**src/rtl/sdram_pkg.sv**
```systemverilog
package sdram_pkg;

  localparam int DATA_W          = 16;
  localparam int ADDR_W          = 10;
  localparam int ROW_W           = 9;
  localparam int COL_W           = 8;
  localparam int BANK_BIT        = 9;
  localparam int ALL_BIT         = 8;
  localparam int FIFO_DEPTH      = 16;
  localparam int LAT_STAGES      = 3;
  localparam int MASK_READ_DELAY = 2;
  localparam int LAT_LO          = 4;
  localparam int LAT_HI          = 5;
  localparam int BL_LO           = 0;
  localparam int BL_HI           = 2;

  localparam logic [ADDR_W-1:0] MODE_RESET = 10'h020;
  localparam logic [3:0]        MODE_WAIT  = 4'h2;
  localparam logic [3:0]        RC_L3      = 4'h9;
  localparam logic [3:0]        RC_L2      = 4'h6;
  localparam logic [3:0]        RC_L1      = 4'h3;
  localparam logic [2:0]        BL_FULL    = 3'h7;
  localparam logic [8:0]        FULL_PAGE  = 9'h100;

  typedef enum logic [3:0] {
    C_DESEL   = 4'b0000,
    C_IDLE    = 4'b0001,
    C_MODE    = 4'b0010,
    C_REFRESH = 4'b0011,
    C_CLOSE   = 4'b0100,
    C_OPEN    = 4'b0101,
    C_READ    = 4'b0110,
    C_WRITE   = 4'b0111,
    C_HALT    = 4'b1000
  } cmd_t;

  typedef enum logic [2:0] {
    ST_READY = 3'b000,
    ST_RD    = 3'b001,
    ST_WR    = 3'b010,
    ST_RFSH  = 3'b011,
    ST_SELF  = 3'b100,
    ST_MODE  = 3'b101
  } dev_state_t;

  typedef struct packed {
    logic              clock_gate;
    logic              cs_n;
    logic              ras_n;
    logic              cas_n;
    logic              we_n;
    logic [1:0]        byte_mask;
    logic [ADDR_W-1:0] addr;
    logic [DATA_W-1:0] dq;
  } pins_t;

  typedef struct packed {
    logic             bank;
    logic [ROW_W-1:0] row;
    logic [COL_W-1:0] col;
  } cell_addr_t;

  typedef struct packed {
    cell_addr_t        where;
    logic [DATA_W-1:0] data;
    logic [1:0]        byte_en;
  } store_word_t;

  localparam int STORE_W = $bits(store_word_t);

  function automatic cmd_t decode_cmd(input logic cs_n, input logic ras_n,
                                      input logic cas_n, input logic we_n);
    cmd_t c;
    c = C_IDLE;
    if (cs_n)
      c = C_DESEL;
    else
    begin
      case ({ras_n, cas_n, we_n})
        3'h0:    c = C_MODE;
        3'h1:    c = C_REFRESH;
        3'h2:    c = C_CLOSE;
        3'h3:    c = C_OPEN;
        3'h4:    c = C_WRITE;
        3'h5:    c = C_READ;
        3'h6:    c = C_HALT;
        default: c = C_IDLE;
      endcase
    end
    return c;
  endfunction : decode_cmd

  function automatic logic [8:0] burst_words(input logic [2:0] code);
    logic [8:0] w;
    w = 9'h001;
    if (code == BL_FULL)
      w = FULL_PAGE;
    else if (code < 3'h4)
      w = 9'h001 << code;
    return w;
  endfunction : burst_words

  function automatic logic [1:0] col_lat(input logic [1:0] field);
    return (field == 2'h0) ? 2'h1 : field;
  endfunction : col_lat

  function automatic logic [3:0] row_cycle(input logic [1:0] lat);
    logic [3:0] rc;
    rc = RC_L1;
    if (lat == 2'h3)
      rc = RC_L3;
    else if (lat == 2'h2)
      rc = RC_L2;
    return rc;
  endfunction : row_cycle

endpackage : sdram_pkg

```
**src/rtl/word_fifo.sv**
```systemverilog
`timescale 1ns/10ps
module word_fifo #(
  parameter int WIDTH = 8,
  parameter int DEPTH = 16
) (
  input  wire logic             clk,       // System clock
  input  wire logic             rst_n,     // Async reset, low
  input  wire logic             in_valid,  // Fill side valid
  output logic                  in_ready,  // Fill side has room
  input  wire logic [WIDTH-1:0] in_data,   // Fill side word
  output logic                  out_valid, // Drain side valid
  input  wire logic             out_ready, // Drain side takes word
  output logic      [WIDTH-1:0] out_data   // Drain side word
);
  localparam int PW = $clog2(DEPTH);

  typedef struct packed {
    logic [PW:0] wp;
    logic [PW:0] rp;
  } ptr_t;

  ptr_t             r;
  ptr_t             n;
  logic [WIDTH-1:0] mem [DEPTH];

  always_comb
  begin
    n = r;
    in_ready  = !((r.wp[PW] != r.rp[PW]) && (r.wp[PW-1:0] == r.rp[PW-1:0]));
    out_valid = (r.wp != r.rp);
    if (in_valid && in_ready)
      n.wp = r.wp + 1'b1;
    if (out_valid && out_ready)
      n.rp = r.rp + 1'b1;
  end

  assign out_data = mem[r.rp[PW-1:0]];

  always_ff @(posedge clk)
  begin
    if (in_valid && in_ready)
      mem[r.wp[PW-1:0]] <= in_data;
  end

  always_ff @(posedge clk or negedge rst_n)
  begin
    if (!rst_n)
      r <= '0;
    else
      r <= n;
  end

endmodule : word_fifo

```
**src/rtl/read_pipe.sv**
```systemverilog
`timescale 1ns/10ps
module read_pipe (
  input  wire logic                           clk,         // System clock
  input  wire logic                           rst_n,       // Async reset, low
  input  wire logic                           fetch_valid, // Word fetched now
  input  wire logic [sdram_pkg::DATA_W-1:0]   fetch_data,  // Fetched word
  input  wire logic [1:0]                     lat,         // Column latency 1..3
  input  wire logic [1:0]                     byte_mask,   // Masks, high then low
  output logic      [sdram_pkg::DATA_W-1:0]   out_data,    // Word on the pins
  output logic      [1:0]                     out_oe,      // Per byte drive
  output logic                                out_vld      // Burst word present
);
  typedef struct packed {
    logic [sdram_pkg::LAT_STAGES-1:0]                            vld;
    logic [sdram_pkg::LAT_STAGES-1:0][sdram_pkg::DATA_W-1:0]     data;
    logic [sdram_pkg::MASK_READ_DELAY-1:0][1:0]                  mask;
  } pipe_t;

  pipe_t      r;
  pipe_t      n;
  logic [1:0] tap;

  always_comb
  begin
    n = r;
    n.vld[0]  = fetch_valid;
    n.data[0] = fetch_data;
    n.mask[0] = byte_mask;
    for (int i = 1; i < sdram_pkg::LAT_STAGES; i++)
    begin
      n.vld[i]  = r.vld[i-1];
      n.data[i] = r.data[i-1];
    end
    for (int i = 1; i < sdram_pkg::MASK_READ_DELAY; i++)
      n.mask[i] = r.mask[i-1];
  end

  // Word fetched in cycle f reaches the pins in cycle f + lat
  assign tap      = lat - 2'h1;
  assign out_vld  = r.vld[tap];
  assign out_data = r.data[tap];
  assign out_oe   = {2{r.vld[tap]}} & ~r.mask[sdram_pkg::MASK_READ_DELAY-1];

  always_ff @(posedge clk or negedge rst_n)
  begin
    if (!rst_n)
      r <= '0;
    else
      r <= n;
  end

endmodule : read_pipe

```
**src/rtl/sdram_cmd_timing.sv**
```systemverilog
`timescale 1ns/10ps
module sdram_cmd_timing (
  input  wire logic                            CLK,             // 50 MHz clock
  input  wire logic                            RESET_N,         // Async reset
  input  wire logic                            CLOCK_GATE,      // Clock gate pin
  input  wire logic                            CHIP_SELECT_N,   // Chip select
  input  wire logic                            ROW_STROBE_N,    // Row strobe
  input  wire logic                            COLUMN_STROBE_N, // Column strobe
  input  wire logic                            WRITE_STROBE_N,  // Write strobe
  input  wire logic [1:0]                      BYTE_MASK,       // High, low mask
  input  wire logic [sdram_pkg::ADDR_W-1:0]    ADDR,            // Address pins
  input  wire logic [sdram_pkg::DATA_W-1:0]    DQ_IN,           // Data pins in
  output logic      [sdram_pkg::DATA_W-1:0]    DQ_OUT,          // Data pins out
  output logic      [1:0]                      DQ_OE,           // Byte drive
  output logic                                 FETCH_VALID,     // Array read now
  output sdram_pkg::cell_addr_t                FETCH_REQ,       // Array address
  input  wire logic [sdram_pkg::DATA_W-1:0]    FETCH_DATA,      // Array word
  output logic                                 STORE_VALID,     // Store word ready
  input  wire logic                            STORE_READY,     // Array takes word
  output sdram_pkg::store_word_t               STORE_WORD,      // Store word
  output logic                                 STORE_SPACE,     // Buffer has room
  output logic                                 BUSY,            // Wait running
  output logic                                 SELF_REFRESH,    // In self refresh
  output logic      [1:0]                      BANK_OPEN,       // Open banks
  output logic      [sdram_pkg::ADDR_W-1:0]    MODE_WORD        // Mode register
);

  typedef struct packed {
    sdram_pkg::pins_t                          s1;
    sdram_pkg::pins_t                          s2;
    logic                                      cke_prev;
    sdram_pkg::dev_state_t                     state;
    logic [sdram_pkg::ADDR_W-1:0]              mode;
    logic [1:0]                                open;
    logic [1:0][sdram_pkg::ROW_W-1:0]          row;
    logic                                      bank;
    logic [sdram_pkg::COL_W-1:0]               col;
    logic [8:0]                                left;
    logic                                      close_after;
    logic [3:0]                                wait_cnt;
  } ctl_t;

  ctl_t                          r;
  ctl_t                          n;
  sdram_pkg::cmd_t               cmd;
  logic                          cmd_en;
  logic                          busy_w;
  logic                          bsel;
  logic [1:0]                    lat;
  logic                          act_rd;
  logic                          act_wr;
  logic                          act_bank;
  logic [sdram_pkg::COL_W-1:0]   act_col;
  logic                          push;
  sdram_pkg::store_word_t        store_in;
  logic [sdram_pkg::STORE_W-1:0] store_out;
  logic                          rd_vld;

  ////////////////////////////////////////////////////////////////////////////
  // Command decode on the synchronised pins

  assign cmd    = sdram_pkg::decode_cmd(r.s2.cs_n, r.s2.ras_n, r.s2.cas_n, r.s2.we_n);
  assign busy_w = (r.state == sdram_pkg::ST_RFSH) || (r.state == sdram_pkg::ST_SELF)
                  || (r.state == sdram_pkg::ST_MODE);
  // Commands are only sampled with the clock gate high on the previous edge
  assign cmd_en = r.cke_prev && !busy_w;
  assign bsel   = r.s2.addr[sdram_pkg::BANK_BIT];
  assign lat    = sdram_pkg::col_lat(r.mode[sdram_pkg::LAT_HI:sdram_pkg::LAT_LO]);

  ////////////////////////////////////////////////////////////////////////////
  // Next state

  always_comb
  begin
    n = r;
    n.s1 = '{CLOCK_GATE, CHIP_SELECT_N, ROW_STROBE_N, COLUMN_STROBE_N,
             WRITE_STROBE_N, BYTE_MASK, ADDR, DQ_IN};
    n.s2 = r.s1;
    n.cke_prev = r.s2.clock_gate;
    act_rd   = 1'b0;
    act_wr   = 1'b0;
    act_bank = r.bank;
    act_col  = r.col;

    case (r.state)
      sdram_pkg::ST_RD, sdram_pkg::ST_WR:
      begin
        act_rd = (r.state == sdram_pkg::ST_RD);
        act_wr = (r.state == sdram_pkg::ST_WR);
        n.col  = r.col + 1'b1;
        n.left = r.left - 9'h001;
        if (r.left == 9'h001)
        begin
          n.state = sdram_pkg::ST_READY;
          if (r.close_after)
            n.open[r.bank] = 1'b0;
        end
      end
      sdram_pkg::ST_RFSH, sdram_pkg::ST_MODE:
      begin
        if (r.wait_cnt <= 4'h1)
          n.state = sdram_pkg::ST_READY;
        else
          n.wait_cnt = r.wait_cnt - 4'h1;
      end
      sdram_pkg::ST_SELF:
      begin
        // Rising clock gate ends self refresh; recovery counts like a refresh
        if (r.s2.clock_gate)
        begin
          n.state    = sdram_pkg::ST_RFSH;
          n.wait_cnt = sdram_pkg::row_cycle(lat) - 4'h1;
        end
      end
      default:
      begin
        n.state = r.state;
      end
    endcase

    if (cmd_en)
    begin
      case (cmd)
        sdram_pkg::C_MODE:
        begin
          n.mode     = r.s2.addr;
          n.state    = sdram_pkg::ST_MODE;
          n.wait_cnt = sdram_pkg::MODE_WAIT - 4'h1;
          act_rd     = 1'b0;
          act_wr     = 1'b0;
        end
        sdram_pkg::C_OPEN:
        begin
          n.open[bsel] = 1'b1;
          n.row[bsel]  = r.s2.addr[sdram_pkg::ROW_W-1:0];
        end
        sdram_pkg::C_CLOSE:
        begin
          if (r.s2.addr[sdram_pkg::ALL_BIT])
            n.open = 2'h0;
          else
            n.open[bsel] = 1'b0;
          // Closing the burst bank cuts it: no more fetches, write data dropped
          if ((act_rd || act_wr) && (r.s2.addr[sdram_pkg::ALL_BIT] || bsel == r.bank))
          begin
            act_rd  = 1'b0;
            act_wr  = 1'b0;
            n.state = sdram_pkg::ST_READY;
          end
        end
        sdram_pkg::C_READ, sdram_pkg::C_WRITE:
        begin
          // A new column command to an open bank replaces any running burst
          if (r.open[bsel])
          begin
            act_rd        = (cmd == sdram_pkg::C_READ);
            act_wr        = (cmd == sdram_pkg::C_WRITE);
            act_bank      = bsel;
            act_col       = r.s2.addr[sdram_pkg::COL_W-1:0];
            n.bank        = bsel;
            n.col         = act_col + 1'b1;
            n.close_after = r.s2.addr[sdram_pkg::ALL_BIT];
            n.left        = sdram_pkg::burst_words(
                              r.mode[sdram_pkg::BL_HI:sdram_pkg::BL_LO]) - 9'h001;
            if (n.left == 9'h000)
            begin
              n.state = sdram_pkg::ST_READY;
              if (r.s2.addr[sdram_pkg::ALL_BIT])
                n.open[bsel] = 1'b0;
            end
            else if (cmd == sdram_pkg::C_READ)
              n.state = sdram_pkg::ST_RD;
            else
              n.state = sdram_pkg::ST_WR;
          end
        end
        sdram_pkg::C_HALT:
        begin
          if (act_rd || act_wr)
          begin
            act_rd  = 1'b0;
            act_wr  = 1'b0;
            n.state = sdram_pkg::ST_READY;
          end
        end
        sdram_pkg::C_REFRESH:
        begin
          if (r.open == 2'h0 && r.state == sdram_pkg::ST_READY)
          begin
            if (r.s2.clock_gate)
            begin
              n.state    = sdram_pkg::ST_RFSH;
              n.wait_cnt = sdram_pkg::row_cycle(lat) - 4'h1;
            end
            else
              n.state = sdram_pkg::ST_SELF;
          end
        end
        default:
        begin
          n.state = n.state;
        end
      endcase
    end
  end

  always_ff @(posedge CLK or negedge RESET_N)
  begin
    if (!RESET_N)
    begin
      r      <= '0;
      r.mode <= sdram_pkg::MODE_RESET;
    end
    else
      r <= n;
  end

  ////////////////////////////////////////////////////////////////////////////
  // Array side and data pins

  assign FETCH_VALID = act_rd;
  assign FETCH_REQ   = '{act_bank, r.row[act_bank], act_col};
  // Write mask applies to the word in the same cycle
  assign store_in    = '{FETCH_REQ, r.s2.dq, ~r.s2.byte_mask};
  // No way to stall the controller, so a word meeting a full buffer is lost
  assign push        = act_wr;

  word_fifo #(
    .WIDTH (sdram_pkg::STORE_W),
    .DEPTH (sdram_pkg::FIFO_DEPTH)
  ) u_store_fifo (
    .clk       (CLK),
    .rst_n     (RESET_N),
    .in_valid  (push),
    .in_ready  (STORE_SPACE),
    .in_data   (store_in),
    .out_valid (STORE_VALID),
    .out_ready (STORE_READY),
    .out_data  (store_out)
  );

  assign STORE_WORD = store_out;

  read_pipe u_read_pipe (
    .clk         (CLK),
    .rst_n       (RESET_N),
    .fetch_valid (act_rd),
    .fetch_data  (FETCH_DATA),
    .lat         (lat),
    .byte_mask   (r.s2.byte_mask),
    .out_data    (DQ_OUT),
    .out_oe      (DQ_OE),
    .out_vld     (rd_vld)
  );

  assign BUSY         = busy_w;
  assign SELF_REFRESH = (r.state == sdram_pkg::ST_SELF);
  assign BANK_OPEN    = r.open;
  assign MODE_WORD    = r.mode;
endmodule : sdram_cmd_timing

```
**config.mk**
```make
export PLATFORM = sky130hd
export DESIGN_NAME = sdram_cmd_timing
export DESIGN_NICKNAME = d
export VERILOG_FILES = /design/src/rtl/sdram_pkg.sv /design/src/rtl/word_fifo.sv /design/src/rtl/read_pipe.sv /design/src/rtl/sdram_cmd_timing.sv
export SDC_FILE = /design/constraint.sdc
export NUM_CORES = 1
export LEC_CHECK = 0
export CAP_MARGIN = 25
export CORE_MARGIN = 5
export CORE_UTILIZATION = 43
export CTS_CLUSTER_SIZE = 16
export DETAILED_ROUTE_END_ITERATION = 6
export DONT_BUFFER_PORTS = 1
export SLEW_MARGIN = 10
export SYNTH_ARGS = -nofsm -noshare
export SYNTH_HDL_FRONTEND = slang
export SYNTH_SLANG_ARGS = --single-unit
```
**constraint.sdc**
```tcl
create_clock -name CLK -period 4.64 [get_ports CLK]
set_clock_uncertainty 0.15 [all_clocks]
set_input_delay 1.392 -clock CLK [delete_from_list [all_inputs] [get_ports CLK]]
set_output_delay 1.392 -clock CLK [all_outputs]
set_load 0.02 [all_outputs]
```
After elaboration in Yosys (flattened, before gate mapping)
Memory sizes are Yosys's and may differ from the RTL's. Index checks and enable logic that the tools add are counted.

Add/subtract/negate cells: 10. Shift operators: 1. Order comparisons: 8. Equal/unequal tests: 26. Multiplexer cells: 82. Reductions and logical operators: 25. Bitwise operators: 8.

Operators with widths (number): $mux W9 (8); $mux W56 (1); $mux W4 (11); $mux W19 (2); $bmux W16 S2 (1); $pmux W4 S7 (1); $mux W3 (9); $mux W8 (3); $mux W1 (20); $mux W2 (10); $bwmux W18 (1); $eq A3 B3 Y1 const B (6); $mux W18 (1); $sub A9 B1 Y9 const B (2); $mux W17 (1); $add A8 B1 Y8 const B (2); $eq A4 B3 Y1 const B (4); $mux W16 (1); $pmux W4 S2 (2); $pmux W3 S5 (1); $eq A3 B2 Y1 const B (4); $sub A4 B1 Y4 const B (3); $add A5 B1 Y5 const B (2); $mux W10 (1); 34 further kinds (63).

Memory bits (writable): 576. Input bits: 52. Memories: 1. Flip-flop bits (word level): 188. Output and inout bits: 89. Word-level logic and storage cells: 196.

Memories: u_store_fifo.mem (words 16, bits a word 36, rd ports 1, clocked after memory_dff 0, wr ports 1, line word_fifo.sv:24) `logic [WIDTH-1:0] mem [DEPTH];`.

Longest topological paths before layout
Gate-level depths: netlist of the first run.

Depth after elaboration: 15. Depth in mapped cells: 10. Depth with buffers taken out: 8.

Cells and area by module
Synthesis of the first run repeated with hierarchy kept, for this count alone.

Cell total of the unflattened synthesis: 1563. Area, all modules: 29578.4 µm².

By module, submodules not included: word_fifo (seq. area each 17546.8 µm², times used 1, cells an instance 961, area an instance 22203.8 µm²); sdram_cmd_timing (seq. area each 3079.2 µm², times used 1, cells an instance 488, area an instance 5527.8 µm²); read_pipe (seq. area each 1376.3 µm², times used 1, cells an instance 114, area an instance 1846.8 µm²).

Worst setup path after synthesis of the first run
No wires, ideal clock.

Path type: register to register. From: register r[87] (netlist bit). To: memory u_store_fifo.mem[3][0] (netlist bit) (enable). Slack: 126 ps. Buffers on the path: 1. Required time: 4016 ps. Period minus slack after synthesis: 4514 ps. Library setup time: 474 ps. Cell stages (with the launch flop): 6. Data arrival time: 3890 ps. Cells stage by stage: dfrtp_1 -> buf_2 -> or3b_2 -> nor4_4 -> o21ai_0 -> nor3_1.

Word-level cells in the longest chain between the ends: 10. Elaborated cells between the ends (all ways): 21. Those cells by class: eq/ne: 11; mux: 7; reduce/logical: 3.

RTL lines: start, declared (line sdram_cmd_timing.sv:43) `ctl_t r;`; start signal, assigned (line sdram_cmd_timing.sv:215) `r <= n;`; $eq A3 B3 Y1, or another cell as far along (line sdram_pkg.sv:79) `case ({ras_n, cas_n, we_n})`; $pmux W4 S7 * (line sdram_pkg.sv:79); $mux W4 * (line sdram_pkg.sv:75) `if (cs_n)`; $eq A4 B3 Y1, on equally long branches (line sdram_cmd_timing.sv:123, sdram_cmd_timing.sv:157); $mux W1 / $reduce_or A2 Y1 (equally long branches) (line sdram_cmd_timing.sv:154, sdram_cmd_timing.sv:123); $pmux W1 S4 * (line sdram_cmd_timing.sv:123) `case (cmd)`; $mux W1 * (line sdram_cmd_timing.sv:121) `if (cmd_en)`; $logic_and A1 B1 Y1 * (line word_fifo.sv:41) `if (in_valid && in_ready)`; $mux W1 * (line word_fifo.sv:41); $mux W1 (implied by the code) * (line word_fifo.sv:42) `mem[r.wp[PW-1:0]] <= in_data;`; end, declared (line word_fifo.sv:24).

Every way passes the cells marked *; elsewhere a longest branch is shown, timed or not.

==> results of run 1 <==
## cell usage in the layout (no fill, tap or decap), types with 3 or more instances in the layout
cell type and count:
mux4_2 180, o21a_1 4, clkinv_1 8, nor2b_1 8, buf_12 19, nand3b_1 5
clkbuf_16 85, and3_2 13, buf_4 20, nand2_1 25, inv_1 15, ha_1 13
nand4_1 5, clkinv_2 18, xnor2_1 19, inv_6 3, nor2_1 44, o31ai_1 4
dfrtp_2 4, dfrtp_1 180, a31oi_1 4, a21oi_1 39, edfxtp_1 576, and3_1 8
clkbuf_8 6, mux2_2 47, nand2b_1 9, nor4b_1 3, nand3_1 13, dfrtp_4 3
xor2_1 21, clkinvlp_4 5, a22oi_1 4, nor3_1 4, mux2i_1 21, o21ai_0 15
a211oi_1 4, clkbuf_1 21
## power groups by stage
stage	sequential (W)	combinational [W]	clock, W
global route	0.00869	0.00537	0.00673
global placement	0.00875	0.00503	0
CTS	0.00863	0.00511	0.00642
floorplan	0.00832	0.00421	0
finish	0.00862	0.00499	0.00624
detailed placement	0.00876	0.00510	0
## worst max-delay path by stage
stage	from	end	slack, ns	depth (start not counted)
floorplan	r[87]	u_store_fifo.mem[3][0]	0.13	5
global placement	r[53]	FETCH_REQ[8]	0.78	6
detailed placement	r[54]	FETCH_REQ[15]	0.72	6
CTS	r[53]	FETCH_REQ[11]	0.03	6
global route	r[87]	FETCH_REQ[3]	0.001	4
finish	r[86]	FETCH_REQ[1]	0.15	4
## cells in the mapped netlist (5+ instances only)
library cell	instances
a21oi_1	39
and3_1	21
buf_2	26
buf_4	32
clkbuf_1	41
dfrtp_1	187
edfxtp_1	576
ha_1	13
inv_1	16
mux2_2	48
mux2i_1	21
mux4_2	180
nand2_1	25
nand2b_1	9
nand3_1	13
nand3b_1	5
nand4_1	5
nor2_1	44
nor2b_1	9
nor3_1	5
o21ai_0	15
xnor2_1	19
xor2_1	21
## cell families after synthesis
logic type,after synthesis
flops,764
xor+xnor,40
mux,250
fa+ha+maj,13
compound gates,98
simple gates,158
buf+inv,119
## state kept, by name, summed over array words and instances (netlist names), named ones only
signal            cells
u_store_fifo.mem    576
n                    34
r                    58
u_store_fifo.r       10
BANK_OPEN             2
u_read_pipe.n        36
bsel                  1
u_read_pipe.r        19
MODE_WORD            10
## area by class of cell
cell class                 count  area, um^2
antenna                        1        2.50
clock buffer                 112        2290
clock inverter                40         308
fill                        5583       35000
inverter                      16        60.1
multi-input combinational    559        6860
sequential                   764       22000
tap                          882        1100
timing repair buffer          40         542
## stage by stage
| stage | worst slack, ns | hold WS, ns | instances | utilization (%) | area [um^2] |
|---|---|---|---|---|---|
| after detailed placement | 0.718 | 0.185 | 2261 | 44.8 | 30600 |
| after global placement | 0.781 | 0.182 | 2261 | 44.8 | 30600 |
| after floorplan | 0.126 | 0.181 | 1442 | - | 29400 |
| final | 0.149 | 0.186 | 2414 | 48.6 | 33200 |
| after global routing | 0.00138 | 0.184 | 2413 | 48.6 | 33200 |
| after CTS | 0.0306 | 0.185 | 2413 | 48.6 | 33200 |
## timing repair
| action | 4_1_cts | 5_1_grt |
|---|---|---|
| buffers inserted | 0 | 0 |
| gates resized for setup | 0 | 5 |
| endpoints found under the setup margin | 0 | 14 |
## metal layers
layer / up-vias / track usage [%] / routed length [um]
met5: - / 0 / 0
met1: 7354 / 23.9 / 27000
li1: 5808 / - / -
met2: 381 / 29.7 / 32900
met4: 0 / 4.21 / 1300
met3: 94 / 4.29 / 3840
==> key figures, run 1 <==
Clock tree
  • Longest Clk Path Bufs: 3
  • Hold_buf cts: 0
  • Clock H-tree levels: 3
  • CTS tree: yes
  • Clock transition at path regs: 0.06 ns
  • Clock sink count: 764
  • Clk Latency, worst-skew pair: 0.61 ns
  • Root Driver: clkbuf_16
  • Cts bufs inserted: 82

Logic synthesis
  • Largest cells by area after synthesis: edfxtp_1 59%, dfrtp_1 16%, mux4_2 14%, mux2_2 1.8%, buf_4 0.82%
  • Cell taking the most area after synthesis: edfxtp_1
  • Most used DFF post-synth: edfxtp_1
  • Syn_nets: 1,507
  • YS warnings: 0
  • Ys async rst share: 24.6%
  • Post-synth EDFFs: 576
  • Top cell type's share of synthesized area: 58.8%
  • Main combinational cell family by area after synthesis: multiplexers
  • Synth Area in Compound Gates: 2.17%
  • Multiplexer area fraction after synthesis: 16.4%
  • Sequential-to-total area share from yosys stat: 74.7%
  • Yosys cell types: 69
  • Number of synthesized register bits: 764
  • Post-synthesis simple-gate area fraction: 2.93%
  • Synth Area in XOR/XNOR: 1.19%
  • Syn Area/Cell: 20.4 um^2
  • Adder-cell share of the synthesized area: 0.552%
  • Mapped Cells: 1,442
  • Syn Std Cell Area: 0.0294 mm^2

Timing
  • RSZ-0062 raised after global routing: false
  • Slew HR: 33.8%
  • Worst Tran Pin Value: 0.993 ns
  • Fmax: 0.223 GHz
  • Final Critical Period: 4.49 ns
  • Tcrit/Tclk final: 96.8%
  • Final-report hold violation count: 0
  • Max Transition Viols Final: 0
  • Setup_tns: 0 ns
  • Setup violators final: 0

Run
  • # Max-Cap Violations: 0

Setup path
  • Worst path max stage delay: 0.71 ns
  • CP Class: reg2out
  • Crit path max fanout: 17
  • CP Capture Type: output port
  • Worst EP arrival: 2.95 ns
  • Worst R2R Setup Slack: 1.04 ns
  • R2R cell count: 7
  • Critical path's slowest cell: mux2_2
  • CP startpoint kind: flop
  • Buf/Inv on CP: 0
  • R2R Path Start: u_store_fifo.r[0]
  • Worst EP required: 3.10 ns
  • CP Cell Sequence: or3b_2 -> nor2_1 -> nand2_1 -> mux2_2
  • Largest delay share family, worst path: simple AND/OR/NAND/NOR gates
  • R2r endpoint: u_store_fifo.mem[7][4]

Floorplanning
  • Starting Density: 43.2%
  • Die H: 272 um
  • I/O pin count: 141
  • DIE WIDTH: 272 um
  • Rows: 96
  • Core area: 0.0682 mm^2
  • DIE AREA: 0.0738 mm^2

Drt
  • Via count of the routed design: 13,637
  • Routed wire per std cell: 26.9 um
  • Drt drc: 0
  • Via-per-instance ratio: 5.65
  • Total wire length: 65,000 um
  • Drt first pass iters: 5
  • Initial DRC Count: 1,160
  • Remaining antenna violation count: 0

Outcome
  • Status: completed

Cells and area
  • Ratio of cells with drive above 1 in the final layout: 27.7%
  • Layout net count: 1,528
  • Synth-to-Final Area Change: 12.7%

Global route
  • Largest net degree at the start of global routing: 189
  • Global route overflow: 0
  • First-pass GRT wire length: 97,300 um
  • Vias in the first global route: 14,515
  • Initial antenna violation count: 2
  • GRT Total Usage: 17.8%

Power
  • Lkg Pwr: 11.3 nW
  • Net Sw Frac: 30.2%
  • Internal Dissipation: 0.0138 W
  • Net switching power figure: 0.00599 W
  • Pwr dens: 598 mW/mm^2
  • Peak supply drop: 0.000335 V
  • Seq pwr share: 43.4%
  • Clock power share: 31.4%
  • Pwr Total: 0.0198 W
  • Comb pwr share: 25.1%

Placement
  • Post-DP HPWL: 35,100 um
  • Final GP Congestion: 0.851
  • PortBufs: 0

Worst hold path
  • Worst hold start: n[61]
  • Hold path depth: 0
  • Worst hold path type: reg2reg
  • Worst Hold End: r[61]
(Power assumes the default switching activity.)
==> run 2: changes to the inputs <==
Settings changed: SYNTH_HIERARCHICAL from default to 1.
==> run 2 against run 1 <==
Power is 5.2% higher. Largest cell class unchanged. Fmax decreased by 1.7%. Clock-buffer cell count decreased by 11. Highest routed layer unchanged. Critical endpoint is now FETCH_REQ[9]. Flip-flop and latch count is the same.
==> key figures, run 2 <==
Outcome
  • Status: completed

Global route
  • Initial antenna violation count: 0
  • Vias in the first global route: 15,198
  • GRT Total Usage: 17.7%
  • Largest net degree at the start of global routing: 189
  • Global route overflow: 0
  • First-pass GRT wire length: 98,200 um

Setup path
  • Crit path max fanout: 17
  • CP Capture Type: output port
  • R2r endpoint: u_store_fifo/mem[7][27]
  • Worst EP arrival: 3.03 ns
  • Worst R2R Setup Slack: 0.95 ns
  • CP startpoint kind: flop
  • R2R Path Start: r[86]
  • Worst EP required: 3.10 ns
  • R2R cell count: 8
  • CP Class: reg2out

Worst hold path
  • Worst hold start: n[75]
  • Worst hold path type: reg2reg
  • Hold path depth: 0
  • Worst Hold End: r[75]

Floorplanning
  • DIE WIDTH: 272 um
  • I/O pin count: 141
  • Core area: 0.0683 mm^2
  • Starting Density: 43.3%
  • Die H: 272 um
  • Rows: 96
  • DIE AREA: 0.0741 mm^2

Drt
  • Drt first pass iters: 4
  • Via-per-instance ratio: 5.67
  • Met3 routed WL: 3990 um
  • Initial DRC Count: 1,164
  • DRT met1 WL: 27,200 um
  • Top Layer Used: met4
  • DR WL met2: 33,100 um
  • Drt drc: 0
  • Via count of the routed design: 14,493
  • Total wire length: 65,500 um
  • Routed wire per std cell: 25.6 um
  • Remaining antenna violation count: 0

Clock tree
  • Cts bufs inserted: 80
  • Clock H-tree levels: 3
  • Hold_buf cts: 0
  • Clock sink count: 764
  • Postcts setup bufs: 0
  • Clock transition at path regs: 0.06 ns
  • CTS tree: yes
  • Root Driver: clkbuf_16
  • Clk Latency, worst-skew pair: 0.62 ns
  • Longest Clk Path Bufs: 3

Timing
  • Tcrit/Tclk final: 98.5%
  • RSZ-0062 raised after global routing: true
  • Final-report hold violation count: 0
  • Fmax: 0.219 GHz
  • Final Critical Period: 4.57 ns
  • Slew HR: 32.1%
  • Setup violators final: 0
  • WHS: 0.195 ns
  • Setup_tns: 0 ns
  • Worst Tran Pin Value: 1.02 ns
  • Max Transition Viols Final: 0

Cells and area
  • Cell area after layout: 0.0337 mm^2
  • Most frequent cells in the layout: 576 x edfxtp_1, 184 x dfrtp_1, 144 x mux4_2, 80 x clkbuf_16, 79 x nand2_1
  • Number of fill cells: 5,523
  • Synth-to-Final Area Change: 13.9%
  • Post-route insts no fill: 2,557
  • Layout net count: 1,676
  • Area of the multi-input gates: 0.00695 mm^2
  • Ant. Diodes: 0
  • Util after Layout: 49.3%
  • Ratio of cells with drive above 1 in the final layout: 25.6%
  • Register Area: 0.0220 mm^2
  • Max reg flops: 576
  • Commonest non-fill, non-tap cell in the layout: edfxtp_1

Run
  • # Max-Cap Violations: 0

Placement
  • Cell area after placement: 0.0309 mm^2
  • Placed cells: 2,410
  • Post-DP HPWL: 37,300 um
  • Final GP Congestion: 0.852
  • PortBufs: 0

Logic synthesis
  • YS warnings: 6
  • Syn_nets: 1,627
  • Syn Area/Cell: 18.9 um^2
  • Mapped Cells: 1,562
  • Syn Std Cell Area: 0.0296 mm^2

Power
  • Pwr dens: 620 mW/mm^2
  • Peak supply drop: 0.000438 V
  • Lkg Pwr: 11.6 nW
[run 2: cell types whose count changed in the layout (fill, tap and decap cells not counted), sizes merged, moves of 17 or more]
cell	change
o22ai	+74
nand2	+57
buf	+37
mux4	-36
a21oi	-18
and3	-17
[run 2: worst max-delay path by stage]
| stage | from | slack (ns) | end |
|---|---|---|---|
| global placement | r[55] | 0.75 | FETCH_REQ[3] |
| finish | r[55] | 0.07 | FETCH_REQ[9] |
| global route | r[55] | -0.07 | FETCH_REQ[9] |
| floorplan | r[86] | -0.60 | u_store_fifo/mem[12][0] |
| CTS | r[86] | 0.01 | FETCH_REQ[9] |
| detailed placement | r[55] | 0.67 | FETCH_REQ[3] |
[run 2: through the flow]
step | total power, W | setup slack (ns)
after global placement | 0.0144 | 0.749
after global routing | 0.0219 | -0.0746
after floorplan | 0.0129 | -0.604
after CTS | 0.0212 | 0.0150
final | 0.0209 | 0.0698
after detailed placement | 0.0145 | 0.673
[run 2: cell type report]
class                   instances  share of cell area, %
inverters                      18                  0.201
well taps                     882                   3.28
clock buffers                 101                   6.44
repair buffers                 77                   2.31
multi-input cells             670                   20.6
flip-flops and latches        764                   65.3
clock inverters                45                   1.79
[run 2: layer usage]
layer / GRT usage [%] / vias up
li1: - / 6260
met1: 24.0 / 7720
met2: 29.5 / 422
met3: 3.62 / 91
met4: 4.58 / 0
met5: 0 / -
[run 2: report_power, final]
part | internal [W] | leakage [nW] | switching, W | total (W)
Combinational | 0.00223 | 2.79 | 0.00347 | 0.00570
Sequential | 0.00808 | 7.45 | 0.000479 | 0.00856
Clock | 0.00397 | 1.35 | 0.00265 | 0.00663
[run 2: worst max-delay path, stage by stage (launching register included)]
cell and delay, ns:
dfrtp_1 0.46, nand2b_1 0.29, nand3_4 0.24, o31ai_4 0.45, o221ai_4 0.35, mux2_2 0.62
[run 2: what timing repair did]
item	4_1_cts	5_1_grt
setup endpoints to repair	1	9
gates resized for setup	1	2
cloned	0	1
pin swaps	0	1
